===== config.mk =====
export PLATFORM = sky130hd
export DESIGN_NAME = debug_mode_ctrl
export DESIGN_NICKNAME = d
export VERILOG_FILES = /design/src/shared/dbg_mode_pkg.sv /design/src/shared/srst_if.sv /design/src/pin_sync2.sv /design/src/self_reset_seq.sv /design/src/debug_mode_ctrl.sv
export VERILOG_INCLUDE_DIRS = /design/src /design/src/shared
export SDC_FILE = /design/constraint.sdc
export NUM_CORES = 1
export LEC_CHECK = 0
export BUFFER_PORTS_ARGS = -buffer_cell sky130_fd_sc_hd__buf_2
export CORE_MARGIN = 4
export CORE_UTILIZATION = 45
export CTS_BUF_LIST = sky130_fd_sc_hd__clkbuf_4
export DETAILED_ROUTE_END_ITERATION = 10
export HOLD_SLACK_MARGIN = 0.06
export PLACE_DENSITY = 0.87
export SLEW_MARGIN = 20
export SYNTH_ARGS = -nofsm -noshare
export SYNTH_HDL_FRONTEND = slang
export SYNTH_HIERARCHICAL = 1
export SYNTH_SLANG_ARGS = --single-unit

===== constraint.sdc =====
create_clock -name clk_sys -period 1.1 [get_ports clk_sys]
set_input_delay 0.11 -clock clk_sys [delete_from_list [all_inputs] [get_ports clk_sys]]
set_output_delay 0.11 -clock clk_sys [all_outputs]
set_load 0.02 [all_outputs]

===== src/shared/dbg_mode_regs.svh =====
// register layout, field positions and timing counts of the debug-mode control block
//
// Summary of operation
// - debug mode stops fetch unless debugger executes
// - system clock runs except in stop
// - enabled peripherals run except in stop
// - entering debug mode leaves halt automatically
// - watchdog refreshed constantly in debug mode
// - host writing flag one enters debug
// - enabled breakpoint instruction enters debug mode
// - debug pin low at reset exit enters
// - flag cleared, power-on or brownout exits
// - loop bit selects flag set or looping
// - self-reset bit one resets whole device
// - debugger logic survives the self-reset
// - self-reset bit clears when reset finishes
// - status bit 7 set in debug mode
// - status bit 7 set after breakpoint since write
// - status bit 6 shows halt state
// - status bit 5 shows read protect enabled
// - status reserved low bits read zero
`ifndef DBG_MODE_REGS_SVH
`define DBG_MODE_REGS_SVH

`define CTL_DBG_MODE_BIT   7
`define CTL_BRK_EN_BIT     6
`define CTL_BRK_LOOP_BIT   5
`define CTL_SELF_RST_BIT   0
`define CTL_RESET_VAL      8'h00

`define STAT_IDLE_BIT      7
`define STAT_HALT_BIT      6
`define STAT_RPROT_BIT     5
`define STAT_RSVD_VAL      5'h00
`define STAT_RESET_VAL     8'h00

`define SRST_HOLD_CYCLES   3'h4
`define PIN_SETTLE_CYCLES  2'h2

`endif


===== src/shared/dbg_mode_pkg.sv =====
// types shared by the debug-mode control block
package dbg_mode_pkg;
    typedef enum logic [1:0] {
        SRST_IDLE,
        SRST_HOLD,
        SRST_DONE
    } srst_state_e;
    typedef logic [7:0] byte_t;
endpackage


===== src/shared/srst_if.sv =====
// handshake between the control logic and the self-reset sequencer
`timescale 1ns/100ps
interface srst_if;
    logic start;
    logic done;
    logic sys_rst;
    modport ctl (output start, input done, input sys_rst);
    modport seq (input start, output done, output sys_rst);
endinterface


===== src/pin_sync2.sv =====
// two-stage synchroniser for an asynchronous pin
`timescale 1ns/100ps
module pin_sync2 (
    input  wire logic clk_sys,
    input  wire logic arst_n,
    input  wire logic din,
    output logic      dout
);
    logic meta_q;

    // pin idles high, so reset to high to avoid a false low sample
    always_ff @(posedge clk_sys or negedge arst_n) begin
        if (!arst_n) begin
            meta_q <= 1'b1;
            dout   <= 1'b1;
        end else begin
            meta_q <= din;
            dout   <= meta_q;
        end
    end
endmodule


===== src/self_reset_seq.sv =====
// holds the device-wide reset for a fixed count, then reports completion
`timescale 1ns/100ps
`include "dbg_mode_regs.svh"
module self_reset_seq (
    input  wire logic clk_sys,
    input  wire logic arst_n,
    srst_if.seq       sif
);
    dbg_mode_pkg::srst_state_e state_q;
    dbg_mode_pkg::srst_state_e state_d;
    logic [2:0]                cnt_q;
    logic [2:0]                cnt_d;
    logic                      hold_end;

    assign hold_end = (cnt_q == `SRST_HOLD_CYCLES - 3'h1);

    always_comb begin
        state_d = state_q;
        cnt_d   = cnt_q;
        unique case (state_q)
            dbg_mode_pkg::SRST_IDLE: begin
                cnt_d = 3'h0;
                if (sif.start) begin
                    state_d = dbg_mode_pkg::SRST_HOLD;
                end
            end
            dbg_mode_pkg::SRST_HOLD: begin
                cnt_d = cnt_q + 3'h1;
                if (hold_end) begin
                    state_d = dbg_mode_pkg::SRST_DONE;
                end
            end
            dbg_mode_pkg::SRST_DONE: begin
                state_d = dbg_mode_pkg::SRST_IDLE;
            end
            default: state_d = dbg_mode_pkg::SRST_IDLE;
        endcase
    end

    always_ff @(posedge clk_sys or negedge arst_n) begin
        if (!arst_n) begin
            state_q     <= dbg_mode_pkg::SRST_IDLE;
            cnt_q       <= 3'h0;
            sif.sys_rst <= 1'b0;
            sif.done    <= 1'b0;
        end else begin
            state_q     <= state_d;
            cnt_q       <= cnt_d;
            sif.sys_rst <= (state_d == dbg_mode_pkg::SRST_HOLD);
            sif.done    <= (state_d == dbg_mode_pkg::SRST_DONE);
        end
    end
endmodule


===== src/debug_mode_ctrl.sv =====
// debug-mode entry, exit, core steering, self-reset and status of the on-chip debugger
`timescale 1ns/100ps
`include "dbg_mode_regs.svh"
module debug_mode_ctrl (
    input  wire logic       clk_sys,
    input  wire logic       arst_n,
    input  wire logic       debug_pin_n,
    input  wire logic       ctl_wr_en,
    input  wire logic [7:0] ctl_wr_data,
    input  wire logic       dbg_exec_req,
    input  wire logic       breakpoint_instr,
    input  wire logic       halt_active,
    input  wire logic       stop_active,
    input  wire logic       wdt_enabled,
    input  wire logic       read_protect_opt_n,
    output logic [7:0]      ctl_rd_data,
    output logic [7:0]      stat_rd_data,
    output logic            cpu_fetch_stop,
    output logic            cpu_brk_loop,
    output logic            halt_exit,
    output logic            wdt_refresh,
    output logic            clk_run,
    output logic            periph_run,
    output logic            sys_reset
);
    srst_if sif ();

    logic       pin_s;
    logic       debug_mode_flag_q;
    logic       debug_mode_flag_d;
    logic       brk_en_q;
    logic       brk_loop_q;
    logic       self_rst_q;
    logic       self_rst_d;
    logic       brk_seen_q;
    logic       brk_seen_d;
    logic       samp_pend_q;
    logic [1:0] samp_cnt_q;
    logic [1:0] samp_cnt_d;
    logic       samp_now;
    logic       pin_enter;
    logic       brk_hit;
    logic       brk_to_flag;
    logic       enter_evt;
    logic       wr_flag;
    logic       srst_start_q;
    logic       srst_start;
    logic       idle_d;
    logic       cpu_fetch_stop_d;
    logic       wdt_refresh_d;
    logic       halt_exit_d;

    pin_sync2 u_pin_sync (
        .clk_sys (clk_sys),
        .arst_n  (arst_n),
        .din     (debug_pin_n),
        .dout    (pin_s)
    );

    // arst_n is the power-on / brownout reset only; the self-reset never reaches here
    self_reset_seq u_srst (
        .clk_sys (clk_sys),
        .arst_n  (arst_n),
        .sif     (sif.seq)
    );

    // pin is sampled once its synchroniser has settled after each reset exit
    assign samp_now   = samp_pend_q && (samp_cnt_q == `PIN_SETTLE_CYCLES);
    assign samp_cnt_d = samp_now ? 2'h0 : samp_cnt_q + {1'b0, samp_pend_q};
    assign pin_enter  = samp_now && !pin_s;

    assign brk_hit     = breakpoint_instr && brk_en_q;
    assign brk_to_flag = brk_hit && !brk_loop_q;
    assign enter_evt   = pin_enter || brk_to_flag;
    assign wr_flag     = ctl_wr_data[`CTL_DBG_MODE_BIT];

    // an entry event in the same cycle as a clearing write still wins
    assign debug_mode_flag_d = enter_evt ? 1'b1 :
                               ctl_wr_en ? wr_flag : debug_mode_flag_q;

    assign brk_seen_d = brk_hit ? 1'b1 : (ctl_wr_en ? 1'b0 : brk_seen_q);

    // writing zero to the self-reset bit does nothing; a request while one is still pending is ignored
    assign srst_start = ctl_wr_en && ctl_wr_data[`CTL_SELF_RST_BIT] && !self_rst_q;
    assign self_rst_d = srst_start ? 1'b1 : (sif.done ? 1'b0 : self_rst_q);

    assign idle_d           = debug_mode_flag_d || brk_seen_d;
    assign cpu_fetch_stop_d = debug_mode_flag_d && !dbg_exec_req;
    assign halt_exit_d      = debug_mode_flag_d && halt_active;
    assign wdt_refresh_d    = debug_mode_flag_d && wdt_enabled;

    assign sif.start = srst_start_q;
    assign sys_reset = sif.sys_rst;

    always_ff @(posedge clk_sys or negedge arst_n) begin
        if (!arst_n) begin
            debug_mode_flag_q <= 1'b0;
            brk_en_q          <= 1'b0;
            brk_loop_q        <= 1'b0;
            self_rst_q        <= 1'b0;
            brk_seen_q        <= 1'b0;
            srst_start_q      <= 1'b0;
        end else begin
            debug_mode_flag_q <= debug_mode_flag_d;
            self_rst_q        <= self_rst_d;
            brk_seen_q        <= brk_seen_d;
            srst_start_q      <= srst_start;
            if (ctl_wr_en) begin
                brk_en_q   <= ctl_wr_data[`CTL_BRK_EN_BIT];
                brk_loop_q <= ctl_wr_data[`CTL_BRK_LOOP_BIT];
            end
        end
    end

    // reset exit sampling restarts after a self-reset, since the device leaves reset again
    always_ff @(posedge clk_sys or negedge arst_n) begin
        if (!arst_n) begin
            samp_pend_q <= 1'b1;
            samp_cnt_q  <= 2'h0;
        end else begin
            samp_pend_q <= sif.done || (samp_pend_q && !samp_now);
            samp_cnt_q  <= sif.done ? 2'h0 : samp_cnt_d;
        end
    end

    always_ff @(posedge clk_sys or negedge arst_n) begin
        if (!arst_n) begin
            cpu_fetch_stop <= 1'b0;
            cpu_brk_loop   <= 1'b0;
            halt_exit      <= 1'b0;
            wdt_refresh    <= 1'b0;
            clk_run        <= 1'b1;
            periph_run     <= 1'b1;
        end else begin
            cpu_fetch_stop <= cpu_fetch_stop_d;
            cpu_brk_loop   <= brk_en_q && brk_loop_q;
            halt_exit      <= halt_exit_d;
            wdt_refresh    <= wdt_refresh_d;
            clk_run        <= !stop_active;
            periph_run     <= !stop_active;
        end
    end

    always_ff @(posedge clk_sys or negedge arst_n) begin
        if (!arst_n) begin
            ctl_rd_data  <= `CTL_RESET_VAL;
            stat_rd_data <= `STAT_RESET_VAL;
        end else begin
            ctl_rd_data  <= {debug_mode_flag_d, brk_en_q, brk_loop_q, 4'h0, self_rst_d};
            stat_rd_data <= {idle_d,
                             halt_active,
                             !read_protect_opt_n,
                             `STAT_RSVD_VAL};
        end
    end
endmodule


# After elaboration in Yosys (flattened, before gate mapping)
# Cells that the tools add are included.
# W data, S select, Z words.
# totals
reg_bits	30
output_inout_bits	23
word_cells	63
# classes
n_addsub	2
eq_ne	5
n_mux	12
n_reduce_logical	23
# ops
operator	n
$logic_and A1 B1 Y1	11
$mux W2	4
$logic_not A1 Y1	7
$mux W1	6
$pmux W3 S2	1
$eq A2 B1 Y1 const B	2
$eq A2 B2 Y1 const B	2
$pmux W2 S2	1
$add A3 B1 Y3 const B	1
$eq A3 B2 Y1 const B	1
$logic_or A1 B1 Y1	3
$add A2 B1 Y2	1
$logic_not A2 Y1	1
$reduce_bool A2 Y1	1

# Logic depth before layout (Yosys ltp)
# logic_depth
word_depth	6
depth_mapped	4
mapped_depth_nobuf	4

# Hierarchy
# The synthesis kept the hierarchy.
# modules_own_cells
module	instances	cells_per_inst	area_each_um2	seq_area_each_um2
debug_mode_ctrl	1	58	758.2	478.0
self_reset_seq	1	25	300.3	175.2
pin_sync2	1	2	52.6	52.6

# Least setup slack after synthesis
# Ideal clock, no wire load.
# synth_timing
path_type	register -> register
start	register u_srst.cnt_q[0]
end	register u_srst.sif.sys_rst
setup_ps	78
arrival_time_ps	1009
required_time_ps	1022
setup_slack_ps	14
path_stages_with_launch	5
path_buffers	0
cell_sequence	dfrtp_1 -> ha_1 -> ha_1 -> nand2b_1 -> a21oi_1
# synth_via
elab_chain_len	4
# synth_lines
item	line_no	rtl
from (decl)	self_reset_seq.sv:11	logic [2:0] cnt_q;
from (signal assigned)	self_reset_seq.sv:48	cnt_q <= cnt_d;
$eq A3 B2 Y1	self_reset_seq.sv:15	assign hold_end = (cnt_q == `SRST_HOLD_CYCLES - 3'h1);
$mux W2	self_reset_seq.sv:29	if (hold_end) begin
$pmux W2 S2	self_reset_seq.sv:20	unique case (state_q)
$eq A2 B1 Y1	self_reset_seq.sv:49	sif.sys_rst <= (state_d == dbg_mode_pkg::SRST_HOLD);
to (signal assigned)	self_reset_seq.sv:49	
to (decl)	srst_if.sv:8	modport seq (input start, output done, output sys_rst);
# No other way between the ends.
# A chain may end at the register's enable or synchronous reset.

# Final worst setup path
# layout_timing
start	register samp_pend_q
end	register halt_exit
# layout_via
elab_chain_len	5
# layout_lines
item	line_no	rtl
from (decl)	debug_mode_ctrl.sv:37	logic samp_pend_q;
from (signal assigned)	debug_mode_ctrl.sv:121	samp_pend_q <= sif.done || (samp_pend_q && !samp_now);
$logic_and A1 B1 Y1	debug_mode_ctrl.sv:68	assign samp_now = samp_pend_q && (samp_cnt_q == `PIN_SETTLE_CYCLES);
$logic_and A1 B1 Y1	debug_mode_ctrl.sv:70	assign pin_enter = samp_now && !pin_s;
$logic_or A1 B1 Y1	debug_mode_ctrl.sv:74	assign enter_evt = pin_enter || brk_to_flag;
$mux W1	debug_mode_ctrl.sv:78	assign debug_mode_flag_d = enter_evt ? 1'b1 :
net debug_mode_flag_d	debug_mode_ctrl.sv:30	logic debug_mode_flag_d;
$logic_and A1 B1 Y1	debug_mode_ctrl.sv:89	assign halt_exit_d = debug_mode_flag_d && halt_active;
net halt_exit_d	debug_mode_ctrl.sv:51	logic halt_exit_d;
to (signal assigned)	debug_mode_ctrl.sv:137	halt_exit <= halt_exit_d;
to (decl)	debug_mode_ctrl.sv:20	output logic halt_exit,
# The timed path passes the listed nets, and every way through them passes these cells.

==> results.txt <==
Cell Area, Synth: 1110 um2
Clock slew at reported path FFs: 140 ps
Total Die Area: 3330 um2
Num CTS Buffers: 3
Synth unique cells: 23
Worst setup EP type: flop
Slowest stage cell on the critical path: dfstp_2
CP max stage delay: 570 ps
RR Endpoint: halt_exit$_DFF_PN0_
Post-synthesis sequential area ratio: 63.5%
Outcome: complete, but fails checks
Setup WS pre-CTS: -47.2 ps
Post-synth top cells: dfrtp_1 (24), buf_4 (12), inv_1 (6)
Slew Limit Fails: 0
H-tree depth: 1
Number of flops mapped to enable cells by yosys: 0
Ranking of synthesized cells by area: dfrtp_1 (54%), dfstp_2 (9.5%), buf_4 (8.1%)
Post-synthesis async set-or-reset flop share: 100%
Total core area: 2280 um2
Ys flop type: dfrtp_1
Via count: 690
CP Data Required Time: 1380 ps
Vias in the first global route: 729
Maxcap violations: 0
Min-delay src: ctl_wr_en
P&R area growth vs syn: 28.7%
Largest net degree at the start of global routing: 29
Worst r2r src: samp_pend_q$_DFF_PN1_
Initial Utilization: 48.8%
Worst reg2reg setup slack: -30 ps
Final Hold Viols: 0
Fmax: 884 MHz
Post-synth top area share: 54.1%
Drt initial violations: 4
Power per Cell Area: 1820 nW/um2
Die height: 57.7 um
Hold/Removal Path Class: primary input to flop
Worst Clk Skew: 14.1 ps
CP Max Fanout: 5
Root Buffer Master: clkbuf_4
Critical path, cell by cell: nand3b_1, o221ai_2, and2_2
Startpoint Class: flop
Setup Crit Path Kind: flop to flop
FF+latch count, synth: 28
DRC errors left: 0
Clock buffer depth: 2
CTS tree: done
R2R depth: 3
Cell taking the most area after synthesis: dfrtp_1
Post-Synthesis Cells: 85
Total clock sinks: 28
I/O Pins: 41
Min Hold Slack: 89.1 ps
PortBufs: 27
Slew headroom: 60.3%
Leak: 0.702 nW
Final period utilization: 103%
Count leader, synth: dfrtp_1
RePlAce Congestion: 0.707
Pre-Repair DR Iteration Count: 4
WL per Instance: 12.6 um
Hold EP: sif.start$_DFF_PN0_
Initial antenna violation count: 0
RSZ-0062 raised after global routing: true
Pwr Total: 2.60 mW
Ant diodes: 0
Slew @ Worst Pin: 596 ps
Fin util: 62.8%
Row count: 17
Peak supply drop: 1370 uV
Hold Path Depth: 3
Post-route design area: 1430 um2
GRT Total Usage: 13.3%
First-pass GRT wire length: 3.31 mm
Tmin final: 1130 ps
DP HPWL: 1.30 mm
Nets: 149
Failing checks: negative setup slack
YS warnings: 6
Final-report setup violation count: 4
Vias per cell: 4.45
DIE WIDTH: 57.7 um
Wirelength, routed: 1.95 mm
Placed cell area: 1230 um2
Skew-Pair Late Insertion Delay: 320 ps
GRT overflow: 0
Routed Antenna Nets: 0
Share of cells above drive strength 1: 41.7%
Final WS setup: -30.7 ps
CP arrival: 1410 ps
Mapped Avg Cell Area: 13.1 um2
cell families (layout without fill, tap and decap cells):
group           after synthesis  after routing  share of synthesized area, %
simple gates                 22             22                          12.6
mux                           4              4                          3.83
fa+ha+maj                     3              3                          3.38
flops                        28             28                          63.5
buf+inv                      18             52                          10.1
other cells                   1              9                         0.338
compound gates                9              9                          6.19
metrics by stage:
step | std cells | TNS, ps
6_report | 155 | -106
4_1_cts | 154 | -165
2_1_floorplan | 93 | 0
3_5_place_dp | 137 | -199
5_1_grt | 155 | -479
3_3_place_gp | 137 | -41.3
where the power goes:
part           leakage, nW  internal, mW  switching [mW]
Sequential           0.337          1.24           0.145
Clock               0.0154         0.133           0.273
Combinational        0.350         0.420           0.391
layer usage:
metal  part of all wire [%]  routed length, um  global-route usage [%]  up-vias
met4                    1.1                 22                    4.64        0
li1                       -                  -                       -      335
met3                    4.8                 93                    4.45        4
met5                      0                  0                       0        -
met2                     58               1130                    24.2       16
met1                     36                703                    14.4      335
state kept, by name, summed over array words and instances (netlist names):
signal / count
brk_en_q: 1
brk_loop_q: 1
brk_seen_q: 1
clk_run: 1
cpu_brk_loop: 1
cpu_fetch_stop: 1
ctl_rd_data: 4
halt_exit: 1
samp_cnt_q: 2
samp_pend_q: 1
sif.start: 1
stat_rd_data: 3
u_pin_sync/dout: 1
u_pin_sync/meta_q: 1
u_srst/cnt_q: 3
u_srst/sif.done: 1
u_srst/sif.sys_rst: 1
u_srst/state_q: 2
wdt_refresh: 1
critical path, delay by kind of cell (launching register included):
family,cells,cell delay (ps)
flops,1,570
simple gates,2,300
compound gates,1,220
worst max path at each step:
stage / start / end / slack [ps] / cells after the start
global placement: samp_pend_q$_DFF_PN1_ / halt_exit$_DFF_PN0_ / -20 / 3
finish: samp_pend_q$_DFF_PN1_ / halt_exit$_DFF_PN0_ / -30 / 3
global route: samp_pend_q$_DFF_PN1_ / halt_exit$_DFF_PN0_ / -80 / 3
CTS: samp_pend_q$_DFF_PN1_ / halt_exit$_DFF_PN0_ / -30 / 3
floorplan: u_srst/cnt_q[0]$_DFFE_PN0N_ / u_srst/sif.sys_rst$_DFF_PN0_ / 10 / 4
detailed placement: samp_pend_q$_DFF_PN1_ / halt_exit$_DFF_PN0_ / -50 / 3
cell usage in the layout, fill, tap and decap left out, types with 2 or more instances in the layout:
cell type / n
nand2b_4: 3
dlygate4sd3_1: 11
nand3b_1: 2
conb_1: 9
buf_4: 4
mux2_2: 2
inv_1: 6
a21oi_2: 2
o21ai_2: 3
buf_2: 25
buf_6: 2
nand2b_1: 3
and2_2: 2
nor2_1: 3
clkbuf_4: 3
dfrtp_1: 24
dfstp_2: 4
nand2_1: 5
mux2i_1: 2
final cells by class:
cell class              instances  area (um2)
fillers                       187         846
flip-flops and latches         28         706
multi-input cells              47         353
repair buffers                 42         288
well taps                      28        35.0
clock buffers                   3        22.5
inverters                       6        22.5
clock inverters                 1        3.75
what timing repair did:
action / CTS / global route
buffers inserted: 2 / 1
endpoints found under the hold margin: 35 / 0
hold buffers: 11 / 0
pin swaps: 3 / 2
setup endpoints to repair: 8 / 8
gates resized for setup: 10 / 0
Power figures use the tool's default switching activity.
